<file path="src/inc/occ_pkg.sv">
// Constants, register map and types of the output compare channel.
// Assumes a 16-bit time base source and a classic Wishbone slave port.
`default_nettype none
package occ_pkg;
    // ==========================================================
    // Register map (byte addresses, one 32-bit word each)
    localparam logic [7:0] OCC_ADR_CTRL = 8'h00;
    localparam logic [7:0] OCC_ADR_PRIMARY = 8'h04;
    localparam logic [7:0] OCC_ADR_SECONDARY = 8'h08;
    localparam logic [7:0] OCC_ADR_INT_STAT = 8'h0c;
    localparam logic [7:0] OCC_ADR_INT_MASK = 8'h10;
    // ==========================================================
    // Control and interrupt field positions
    localparam int unsigned CTRL_MODE_LSB = 0;
    localparam int unsigned CTRL_MODE_MSB = 2;
    localparam int unsigned CTRL_TSEL_BIT = 3;
    localparam int unsigned CTRL_FLT_BIT = 4;
    localparam int unsigned CTRL_SIDL_BIT = 13;
    localparam int unsigned INT_CMP_BIT = 0;
    localparam int unsigned INT_FLT_BIT = 1;
    localparam int unsigned INT_W = 2;
    // ==========================================================
    // Reset values
    localparam logic [15:0] CMP_RESET = 16'h0000;
    localparam logic [INT_W-1:0] INT_RESET = 2'h0;
    localparam logic [15:0] TIMER_ZERO = 16'h0000;
    localparam logic [31:0] RD_ZERO = 32'h0000_0000;
    // ==========================================================
    // Mode codes
    localparam logic [2:0] MODE_OFF = 3'h0;
    localparam logic [2:0] MODE_ONE_LOW = 3'h1;
    localparam logic [2:0] MODE_ONE_HIGH = 3'h2;
    localparam logic [2:0] MODE_TOGGLE = 3'h3;
    localparam logic [2:0] MODE_DELAYED = 3'h4;
    localparam logic [2:0] MODE_CONT = 3'h5;
    localparam logic [2:0] MODE_PWM_FREE = 3'h6;
    localparam logic [2:0] MODE_PWM_FLT = 3'h7;
    // ==========================================================
    // Types
    typedef struct packed {
        logic stop_in_idle;
        logic time_base_sel;
        logic [2:0] compare_mode_sel;
    } occ_ctrl_type;
    localparam occ_ctrl_type CTRL_RESET = '{1'b0, 1'b0, MODE_OFF};
    typedef enum logic [1:0] {PULSE_ARMED, PULSE_ACTIVE, PULSE_DONE} occ_pulse_type;
endpackage
`default_nettype wire
</file>
<file path="src/hdl/occ_channel.sv">
// Output compare channel: compares a selected time base against two values.
// Assumes both time bases and the idle and port-logic levels come from the core clock.
//
// The Wishbone slave port and the placing of the registers were chosen for this implementation.
`timescale 1ns/1ps
`default_nettype none
module occ_channel
    import occ_pkg::*;
(
    input wire logic CORE_CLK,
    input wire logic RST,
    input wire logic WB_CYC_I,
    input wire logic WB_STB_I,
    input wire logic WB_WE_I,
    input wire logic [7:0] WB_ADR_I,
    input wire logic [3:0] WB_SEL_I,
    input wire logic [31:0] WB_DAT_I,
    output logic [31:0] WB_DAT_O,
    output logic WB_ACK_O,
    input wire logic [15:0] TIME_BASE_FIRST,
    input wire logic [15:0] TIME_BASE_SECOND,
    input wire logic CPU_IDLE,
    input wire logic GPIO_LEVEL,
    input wire logic SHARED_FAULT_INPUT,
    output logic COMPARE_OUT_PIN,
    output logic IRQ
);
    // ==========================================================
    // Helpers
    function automatic logic [15:0] merge16(input logic [15:0] old, input logic [31:0] wdat,
                                            input logic [3:0] sel);
        logic [15:0] res;
        res = old;
        if (sel[0]) begin
            res[7:0] = wdat[7:0];
        end
        if (sel[1]) begin
            res[15:8] = wdat[15:8];
        end
        return res;
    endfunction

    function automatic logic init_level(input logic [2:0] mode, input logic cur,
                                        input logic gpio, input logic [15:0] primary);
        logic lvl;
        lvl = 1'b0;
        case (mode)
            MODE_OFF: lvl = gpio;
            MODE_ONE_HIGH: lvl = 1'b1;
            MODE_TOGGLE: lvl = cur;
            MODE_PWM_FREE, MODE_PWM_FLT: lvl = (primary != TIMER_ZERO);
            default: lvl = 1'b0;
        endcase
        return lvl;
    endfunction

    // ==========================================================
    // Declarations
    occ_ctrl_type ctrl_q;
    occ_ctrl_type ctrl_new;
    occ_pulse_type pulse_q, pulse_d;
    logic ack_q;
    logic [31:0] dat_q;
    logic [15:0] primary_q, secondary_q, timer_prev_q, tb, ctrl_rd, ctrl_wval;
    logic [INT_W-1:0] int_stat_q, int_mask_q, int_set;
    logic fault_q, pin_q, pin_d, cmp_evt, flt_evt;
    logic flt_s1_q, flt_s2_q, flt_s3_q, flt_fall;
    logic bus_req, bus_wr, ctrl_wr, run, fresh, hit_p, hit_s, period_start;

    // ==========================================================
    // Wishbone slave: registered ack, one wait state, unmapped reads zero
    assign bus_req = WB_CYC_I && WB_STB_I;
    assign bus_wr = bus_req && WB_WE_I && ack_q;
    // Reconfiguration is safe only because software holds the timer still
    assign ctrl_wr = bus_wr && (WB_ADR_I == OCC_ADR_CTRL) && WB_SEL_I[0];
    assign WB_ACK_O = ack_q;
    assign WB_DAT_O = dat_q;

    always_ff @(posedge CORE_CLK or posedge RST) begin
        if (RST) begin
            ack_q <= 1'b0;
        end else begin
            ack_q <= bus_req && !ack_q;
        end
    end

    always_comb begin
        ctrl_rd = 16'h0000;
        ctrl_rd[CTRL_MODE_MSB:CTRL_MODE_LSB] = ctrl_q.compare_mode_sel;
        ctrl_rd[CTRL_TSEL_BIT] = ctrl_q.time_base_sel;
        ctrl_rd[CTRL_FLT_BIT] = fault_q;
        ctrl_rd[CTRL_SIDL_BIT] = ctrl_q.stop_in_idle;
        ctrl_wval = merge16(ctrl_rd, WB_DAT_I, WB_SEL_I);
        ctrl_new.compare_mode_sel = ctrl_wval[CTRL_MODE_MSB:CTRL_MODE_LSB];
        ctrl_new.time_base_sel = ctrl_wval[CTRL_TSEL_BIT];
        ctrl_new.stop_in_idle = ctrl_wval[CTRL_SIDL_BIT];
    end

    always_ff @(posedge CORE_CLK or posedge RST) begin
        if (RST) begin
            dat_q <= RD_ZERO;
        end else if (bus_req && !ack_q) begin
            case (WB_ADR_I)
                OCC_ADR_CTRL: dat_q <= {16'h0000, ctrl_rd};
                OCC_ADR_PRIMARY: dat_q <= {16'h0000, primary_q};
                OCC_ADR_SECONDARY: dat_q <= {16'h0000, secondary_q};
                OCC_ADR_INT_STAT: dat_q <= {30'h0000_0000, int_stat_q};
                OCC_ADR_INT_MASK: dat_q <= {30'h0000_0000, int_mask_q};
                default: dat_q <= RD_ZERO;
            endcase
        end else begin
            dat_q <= RD_ZERO;
        end
    end

    // ==========================================================
    // Configuration registers
    always_ff @(posedge CORE_CLK or posedge RST) begin
        if (RST) begin
            ctrl_q <= CTRL_RESET;
        end else if (bus_wr && (WB_ADR_I == OCC_ADR_CTRL)) begin
            ctrl_q <= ctrl_new;
        end
    end

    always_ff @(posedge CORE_CLK or posedge RST) begin
        if (RST) begin
            primary_q <= CMP_RESET;
            secondary_q <= CMP_RESET;
        end else if (bus_wr) begin
            if (WB_ADR_I == OCC_ADR_PRIMARY) begin
                primary_q <= merge16(primary_q, WB_DAT_I, WB_SEL_I);
            end
            if (WB_ADR_I == OCC_ADR_SECONDARY) begin
                secondary_q <= merge16(secondary_q, WB_DAT_I, WB_SEL_I);
            end
        end
    end

    // ==========================================================
    // Fault pin synchroniser; only the second and third stages are looked at
    always_ff @(posedge CORE_CLK or posedge RST) begin
        if (RST) begin
            flt_s1_q <= 1'b1;
            flt_s2_q <= 1'b1;
            flt_s3_q <= 1'b1;
        end else begin
            flt_s1_q <= SHARED_FAULT_INPUT;
            flt_s2_q <= flt_s1_q;
            flt_s3_q <= flt_s2_q;
        end
    end
    assign flt_fall = flt_s3_q && !flt_s2_q;

    // ==========================================================
    // Compare: a match fires once, when the time base arrives at the value
    assign tb = ctrl_q.time_base_sel ? TIME_BASE_SECOND : TIME_BASE_FIRST;
    assign run = !(ctrl_q.stop_in_idle && CPU_IDLE);
    assign fresh = (tb != timer_prev_q);
    assign hit_p = run && fresh && (tb == primary_q);
    assign hit_s = run && fresh && (tb == secondary_q);
    assign period_start = run && fresh && (tb == TIMER_ZERO);

    always_ff @(posedge CORE_CLK or posedge RST) begin
        if (RST) begin
            timer_prev_q <= TIMER_ZERO;
        end else begin
            timer_prev_q <= tb;
        end
    end

    // ==========================================================
    // Mode behaviour
    always_comb begin
        pin_d = pin_q;
        pulse_d = pulse_q;
        cmp_evt = 1'b0;
        flt_evt = 1'b0;
        case (ctrl_q.compare_mode_sel)
            MODE_OFF: pin_d = GPIO_LEVEL;
            MODE_ONE_LOW: begin
                if (hit_p && pulse_q == PULSE_ARMED) begin
                    pin_d = 1'b1;
                    cmp_evt = !pin_q;
                    pulse_d = PULSE_DONE;
                end
            end
            MODE_ONE_HIGH: begin
                if (hit_p && pulse_q == PULSE_ARMED) begin
                    pin_d = 1'b0;
                    cmp_evt = pin_q;
                    pulse_d = PULSE_DONE;
                end
            end
            MODE_TOGGLE: begin
                if (hit_p) begin
                    pin_d = !pin_q;
                    cmp_evt = 1'b1;
                end
            end
            MODE_DELAYED, MODE_CONT: begin
                case (pulse_q)
                    PULSE_ARMED: begin
                        if (hit_p) begin
                            pin_d = 1'b1;
                            pulse_d = PULSE_ACTIVE;
                        end
                    end
                    PULSE_ACTIVE: begin
                        if (hit_s) begin
                            pin_d = 1'b0;
                            cmp_evt = 1'b1;
                            pulse_d = (ctrl_q.compare_mode_sel == MODE_DELAYED) ?
                                      PULSE_DONE : PULSE_ARMED;
                        end
                    end
                    default: pulse_d = pulse_q;
                endcase
            end
            MODE_PWM_FREE, MODE_PWM_FLT: begin
                // Primary is the duty; a zero duty keeps the pin low
                if (hit_p) begin
                    pin_d = 1'b0;
                end else if (period_start) begin
                    pin_d = (primary_q != TIMER_ZERO);
                end
                if (ctrl_q.compare_mode_sel == MODE_PWM_FLT) begin
                    if (run && flt_fall) begin
                        flt_evt = 1'b1;
                    end
                    if (fault_q || flt_evt) begin
                        pin_d = 1'b0;
                    end
                end
            end
            default: pin_d = pin_q;
        endcase
    end

    always_ff @(posedge CORE_CLK or posedge RST) begin
        if (RST) begin
            pin_q <= 1'b0;
            pulse_q <= PULSE_ARMED;
        end else if (ctrl_wr) begin
            pin_q <= init_level(ctrl_new.compare_mode_sel, pin_q, GPIO_LEVEL, primary_q);
            pulse_q <= PULSE_ARMED;
        end else begin
            pin_q <= pin_d;
            pulse_q <= pulse_d;
        end
    end
    assign COMPARE_OUT_PIN = pin_q;

    // Rewriting the mode is the hardware's cue to clear; a new fault wins
    always_ff @(posedge CORE_CLK or posedge RST) begin
        if (RST) begin
            fault_q <= 1'b0;
        end else if (flt_evt) begin
            fault_q <= 1'b1;
        end else if (ctrl_wr) begin
            fault_q <= 1'b0;
        end
    end

    // ==========================================================
    // Interrupt status and mask
    always_comb begin
        int_set = INT_RESET;
        int_set[INT_CMP_BIT] = cmp_evt;
        int_set[INT_FLT_BIT] = flt_evt;
    end

    always_ff @(posedge CORE_CLK or posedge RST) begin
        if (RST) begin
            int_stat_q <= INT_RESET;
        end else if (bus_wr && (WB_ADR_I == OCC_ADR_INT_STAT) && WB_SEL_I[0]) begin
            int_stat_q <= (int_stat_q & ~WB_DAT_I[INT_W-1:0]) | int_set;
        end else begin
            int_stat_q <= int_stat_q | int_set;
        end
    end

    always_ff @(posedge CORE_CLK or posedge RST) begin
        if (RST) begin
            int_mask_q <= INT_RESET;
        end else if (bus_wr && (WB_ADR_I == OCC_ADR_INT_MASK) && WB_SEL_I[0]) begin
            int_mask_q <= WB_DAT_I[INT_W-1:0];
        end
    end
    assign IRQ = |(int_stat_q & int_mask_q);
endmodule
`default_nettype wire

</file>
<file path="config.mk">
export PLATFORM = sky130hd
export DESIGN_NAME = occ_channel
export DESIGN_NICKNAME = d
export VERILOG_FILES = /design/src/inc/occ_pkg.sv /design/src/hdl/occ_channel.sv
export SDC_FILE = /design/constraint.sdc
export NUM_CORES = 1
export LEC_CHECK = 0
export BUFFER_PORTS_ARGS = -buffer_cell sky130_fd_sc_hd__clkbuf_2
export CAP_MARGIN = 20
export CORE_AREA = 2 2 87 106
export CTS_CLUSTER_DIAMETER = 50
export DETAILED_ROUTE_END_ITERATION = 8
export DIE_AREA = 0 0 89 108
export PLACE_DENSITY_LB_ADDON = 0.05
export RECOVER_POWER = 50
export SYNTH_ARGS = -nofsm -noshare
export SYNTH_HDL_FRONTEND = slang
export SYNTH_SLANG_ARGS = --single-unit
export TNS_END_PERCENT = 1
</file>
<file path="constraint.sdc">
create_clock -name CORE_CLK -period 3 [get_ports CORE_CLK]
set_clock_uncertainty 0.15 [all_clocks]
set_input_delay 0.45 -clock CORE_CLK [delete_from_list [all_inputs] [get_ports CORE_CLK]]
set_output_delay 0.45 -clock CORE_CLK [all_outputs]
set_load 0.05 [all_outputs]
</file>
# --- Word-level counts from Yosys, hierarchy flattened ---
# Cells that the tools add are included.
classes:
  n_mux: 38
  bitwise: 5
  n_reduce_logical: 44
  n_eq_ne: 27
op_table:
  columns: ["cell", "n"]
  rows:
  - ["case mux 16 bit (5 select lines)", 1]
  - ["== test 16 bit", 2]
  - ["2-to-1 mux 32 bit", 1]
  - ["2-to-1 mux 1 bit", 22]
  - ["== test 3 bit, second input constant", 6]
  - ["logical AND 1 bit", 18]
  - ["== test 8 x 4 -> 1 bit, second input constant", 2]
  - ["zero test 16 bit", 1]
  - ["2-to-1 mux 16 bit", 1]
  - ["!= test 16 bit", 1]
  - ["nonzero test 16 bit", 1]
  - ["== test 3 x 2 -> 1 bit, second input constant", 4]
  - ["2-to-1 mux 2 bit", 6]
  - ["!= test 4 bit, second input constant", 3]
  - ["AND reduction 3 bit", 4]
  - ["OR reduction 2 bit", 5]
  - ["!= test 3 bit, second input constant", 3]
  - ["== test 8 x 3 -> 1 bit, second input constant", 1]
  - ["== test 8 x 5 -> 1 bit, second input constant", 1]
  - ["zero test 8 bit", 1]
  - ["case mux 1 bit (4 select lines)", 2]
  - ["case mux 2 bit (2 select lines)", 2]
  - ["AND reduction 7 bit", 1]
  - ["zero test 3 bit", 2]
  - ["other kinds (17)", 23]
word_totals:
  register_bits: 97
  out_inout_bits: 35
  in_bits: 84
  elab_cells: 132

# --- Logic depth before layout (Yosys ltp) ---
depth:
  word_depth: 11
  mapped_depth: 9
  depth_no_buf: 8

# --- Least setup slack after synthesis ---
# Ideal clock, no wire load.
synth_timing:
  path_kind: "input to register"
  startpoint: "in WB_ADR_I[0]"
  endpoint: "reg secondary_q[10]"
  t_required_ns: 2.725
  setup_time_ns: 0.125
  slack_ns: 0.479
  n_path_buf: 1
  arrival_ns: 2.246
  cell_stages: 7
  cell_sequence: "or4_4 > nor3_4 > nand2_1 > nor2_1 > and3_1 > buf_4 > mux2_2"
synth_via:
  elab_chain_cells: 2
synth_rtl:
  columns: ["item", "line", "source"]
  rows:
  - ["start: declaration", "occ_channel.sv:15", "input wire logic [7:0] WB_ADR_I,"]
  - ["== test 8 x 4 -> 1 bit", "occ_channel.sv:134", "if (WB_ADR_I == OCC_ADR_SECONDARY) begin"]
  - ["AND reduction 3 bit (no line)", null, null]
  - ["end signal: assignment", "occ_channel.sv:135", "secondary_q <= merge16(secondary_q, WB_DAT_I, WB_SEL_I);"]
  - ["end: declaration", "occ_channel.sv:64", "logic [15:0] primary_q, secondary_q, timer_prev_q, tb, ctrl_rd, ctrl_wval;"]
# Every way passes these cells.
# A chain may end at the register's enable or synchronous reset.

# --- Final worst setup path ---
layout_timing:
  startpoint: "reg ctrl_q[3] in the netlist's numbering"
  endpoint: "reg int_stat_q[0]"
layout_via:
  elab_chain_cells: 9
  elab_cells_between_ends: 17
  classes_between: "eq/ne: 3; mux: 8; bitwise: 2; reduce/logical: 4"
layout_rtl:
  columns: ["item", "line", "source"]
  rows:
  - ["start: declaration", "occ_channel.sv:59", "occ_ctrl_type ctrl_q;"]
  - ["start signal: assignment", "occ_channel.sv:122", "ctrl_q <= ctrl_new;"]
  - ["2-to-1 mux 16 bit *", "occ_channel.sv:157", "assign tb = ctrl_q.time_base_sel ? TIME_BASE_SECOND : TIME_BASE_FIRST;"]
  - ["!= test 16 bit", "occ_channel.sv:159", "assign fresh = (tb != timer_prev_q);"]
  - ["logical AND 1 bit", "occ_channel.sv:160, occ_channel.sv:161", null]
  - ["logical AND 1 bit (on tied branches)", "occ_channel.sv:161, occ_channel.sv:160", null]
  - ["2-to-1 mux 1 bit / logical AND 1 bit (equally long branches)", "occ_channel.sv:210, occ_channel.sv:182, occ_channel.sv:189", null]
  - ["2-to-1 mux 1 bit (on tied branches)", "occ_channel.sv:202, occ_channel.sv:182, occ_channel.sv:189", null]
  - ["case mux 1 bit (4 select lines) *", "occ_channel.sv:179", "case (ctrl_q.compare_mode_sel)"]
  - ["bitwise OR 2 bit (on tied branches)", "occ_channel.sv:279, occ_channel.sv:277", null]
  - ["2-to-1 mux 2 bit *", "occ_channel.sv:276", "end else if (bus_wr && (WB_ADR_I == OCC_ADR_INT_STAT) && WB_SEL_I[0]) begin"]
  - ["end signal: assignment", "occ_channel.sv:277", "int_stat_q <= (int_stat_q & ~WB_DAT_I[INT_W-1:0]) | int_set;"]
  - ["end signal: assignment", "occ_channel.sv:279", "int_stat_q <= int_stat_q | int_set;"]
  - ["end: declaration", "occ_channel.sv:65", "logic [INT_W-1:0] int_stat_q, int_mask_q, int_set;"]
# Every way passes the cells marked *; elsewhere a longest branch is shown, timed or not.

==> results_dict.tcl <==
set metrics [dict create \
    fin_area_um2 5190 \
    port_buffers 84 \
    cts_buffer_depth 2 \
    place_area_um2 4980 \
    crit_chain "buf_12 > mux2i_4 > xor2_1 > nand4_1 > nor4_2 > nand3_2 > or3_1 > nand3_1" \
    powerDensity_nw_per_um2 423 \
    nets 558 \
    hold_viol_final 0 \
    io_pins 119 \
    drive_above_1_share_pct 37.6 \
    synth.mux.area_fraction_pct 19.0 \
    ys_types 49 \
    crit_type "register to register" \
    avgSynthCellArea_um2 11.6 \
    synth_compound_area_share_pct 6.38 \
    r2r_start "ctrl_q[3]" \
    max_freq_mhz 361 \
    holdPathEnd "flt_s1_q" \
    start_kind "register" \
    synth_top_family_by_area "multiplexers" \
    synthArstFlopShare_pct 100 \
    cts_tree "done" \
    viasPerCell 5.39 \
    critical_path_required_ns 3.14 \
    die-width_um 89 \
    grt_max_degree 46 \
    drv_slew 38 \
    critPathSlowestCell "nor4_2" \
    antenna_found_initial 0 \
    ant_nets 0 \
    die_y_um 108 \
    finalCriticalPeriod_ns 2.77 \
    syn_inst 386 \
    min_from "SHARED_FAULT_INPUT" \
    synth_top_area_cell "dfrtp_1" \
    utilization_pct 60.9 \
    syn_area_um2 4470 \
    clock_latency_ns 0.36 \
    area_growth_syn_to_layout_pct 16.0 \
    wire_per_inst_um 17.2 \
    r2r_setup_slack_ns 0.23 \
    crit_arrival_ns 2.91 \
    cts_inserted_buffers 9 \
    drt_iter0_drc 109 \
    synth_ff_type "dfrtp_1" \
    drc_errors 0 \
    mostFrequentLayoutCells "clkbuf_2 (85), dfrtp_1 (77), mux2_2 (40), xor2_1 (33), nor2_1 (32)" \
    vdd.ir_drop.worst_mv 0.348 \
    cp-end-kind "register" \
    dp_hpwl_um 7830 \
    synth_xor_area_share_pct 9.59 \
    yosysSeqAreaShare_pct 45.4 \
    clock-sinks 81 \
    first_global_vias 3286 \
    cp_max_fo 16 \
    period_share_pct 92.4 \
    grt_pass1_wl_um 16100 \
    rsz0062_at_grt "no" \
    dr.pass1.iters 5 \
    antenna_cells_inserted 0 \
    gp_congestion 0.883 \
    grtUsageTotal_pct 22.6 \
    clk_pin_slew_ns 0.08 \
    worstMarginPinSlew_ns 1.61 \
    synth.top_cell.area_share_pct 43.6 \
    core.rowCount 37 \
    dieArea_um2 9610 \
    power_uw 2190 \
    synth-seq-cells 81 \
    final_common_cell "clkbuf_2" \
    synth_edf_count 0 \
    cts_root_buffer "clkbuf_8" \
    setup_violations 0 \
    grt_overflow 0 \
    failed_checks "max-capacitance violations, max-slew violations" \
    nFillCells 747 \
    start_util_pct 52.5 \
    hold_ws_ns 0.0250 \
    via_count 3215 \
    hold_depth 1 \
    drt_wl_total_um 10200 \
    worstReg2RegEnd "int_stat_q[0]" \
    coreArea_um2 8520 \
    power.leakage_uw 0.00255 \
    synthSimpleGateAreaFrac_pct 13.4 \
    hold_path_class "primary input to register" \
    max_cap_viol_count 1 \
    slew_headroom_pct -7.75 \
    status "finished, violations left" \
    cpPeakStageDelay_ns 0.51 \
    yosysWarnings 0 \
    setup_tns_ns 0 \
    synthAdderAreaFrac_pct 0 \
    htreeDepth 3 \
    synthTopCellsByArea "dfrtp_1 (44%), mux2_2 (10%), mux2i_4 (8.1%)" \
    r2r_cells 8 \
]
## per-layer routing
metal  track usage, %  vias up  routed length [µm]
met5                0        -                   0
met3             2.98       15                 420
met1             28.4     1599                4180
met2             38.6       91                5420
met4             9.49        0                 212
li1                 -     1510                   -
## sequential cells by signal, summed over array words and instances, names as in the netlist
register and flops:
COMPARE_OUT_PIN 1, int_mask_q 2, flt_s3_q 1, WB_ACK_O 1
int_stat_q 2, WB_DAT_O 16, flt_s1_q 1, timer_prev_q 16
secondary_q 16, ctrl_q 5, pulse_q 2, fault_q 1
flt_s2_q 1, primary_q 16
## metrics by stage
stage	worst slack (ns)	std cells
global placement	0.157	579
detailed placement	0.155	579
finish	0.229	596
global route	0.0315	596
floorplan	0.325	401
CTS	0.136	595
## worst max path at each step
stage,cells past startpoint,end,start,slack (ns)
finish,8,int_stat_q[0],ctrl_q[3],0.23
CTS,10,COMPARE_OUT_PIN,ctrl_q[3],0.14
detailed placement,10,COMPARE_OUT_PIN,ctrl_q[3],0.15
global placement,10,COMPARE_OUT_PIN,ctrl_q[3],0.16
global route,10,COMPARE_OUT_PIN,ctrl_q[3],0.03
floorplan,1,COMPARE_OUT_PIN,RST,0.32
## kinds of logic (layout without fill, tap and decap cells)
| family | count (synthesis) | after routing |
|---|---|---|
| AND/OR/NAND/NOR | 103 | 103 |
| flip-flops | 81 | 81 |
| multiplexers | 60 | 60 |
| buffers and inverters | 51 | 129 |
| XOR/XNOR | 49 | 49 |
| AO/OA/AOI/OAI | 41 | 41 |
| other | 1 | 16 |
## where the power goes
group          switching (µW)  internal, µW
Combinational             169          86.3
Sequential               9.32          1110
Clock                     428           391
Total                     607          1590
## what timing repair did
item	in CTS	in global routing
buffers inserted	0	1
hold buffers	0	0
setup endpoints to repair	0	1
endpoints found under the hold margin	0	0
resized for setup	0	2
## critical path: cells and delay by family, from the launching register on
kind | cells | cell delay (ns)
flops | 1 | 0.40
simple gates | 5 | 1.33
xor+xnor | 1 | 0.19
buf+inv | 1 | 0.24
mux | 1 | 0.40
## synthesized netlist by cell type (all sizes together), types with 2 or more instances
cell    instances
and2            4
clkbuf          7
mux2           40
nor2           32
nor3            5
dfstp           3
a22oi          10
or4             2
a222oi          2
mux2i          20
a21oi           8
a22o            3
inv            22
or3             2
xor2           33
nor4           10
nand4          18
a31oi           4
nand2          12
o21ai           7
xnor2          16
nor2b           4
dfrtp          78
buf            22
and3            3
nand3           5
## final cells by class
type / instances / area (µm²) / share of cell area, %
Clock buffer: 9 / 124 / 2.39
Clock inverter: 7 / 80.1 / 1.54
Sequential cell: 81 / 2030 / 39.2
Multi-Input combinational cell: 269 / 2240 / 43.2
Inverter: 22 / 83.8 / 1.62
Timing Repair Buffer: 91 / 483 / 9.31
Tap cell: 117 / 146 / 2.82
(Power assumes the default switching activity.)
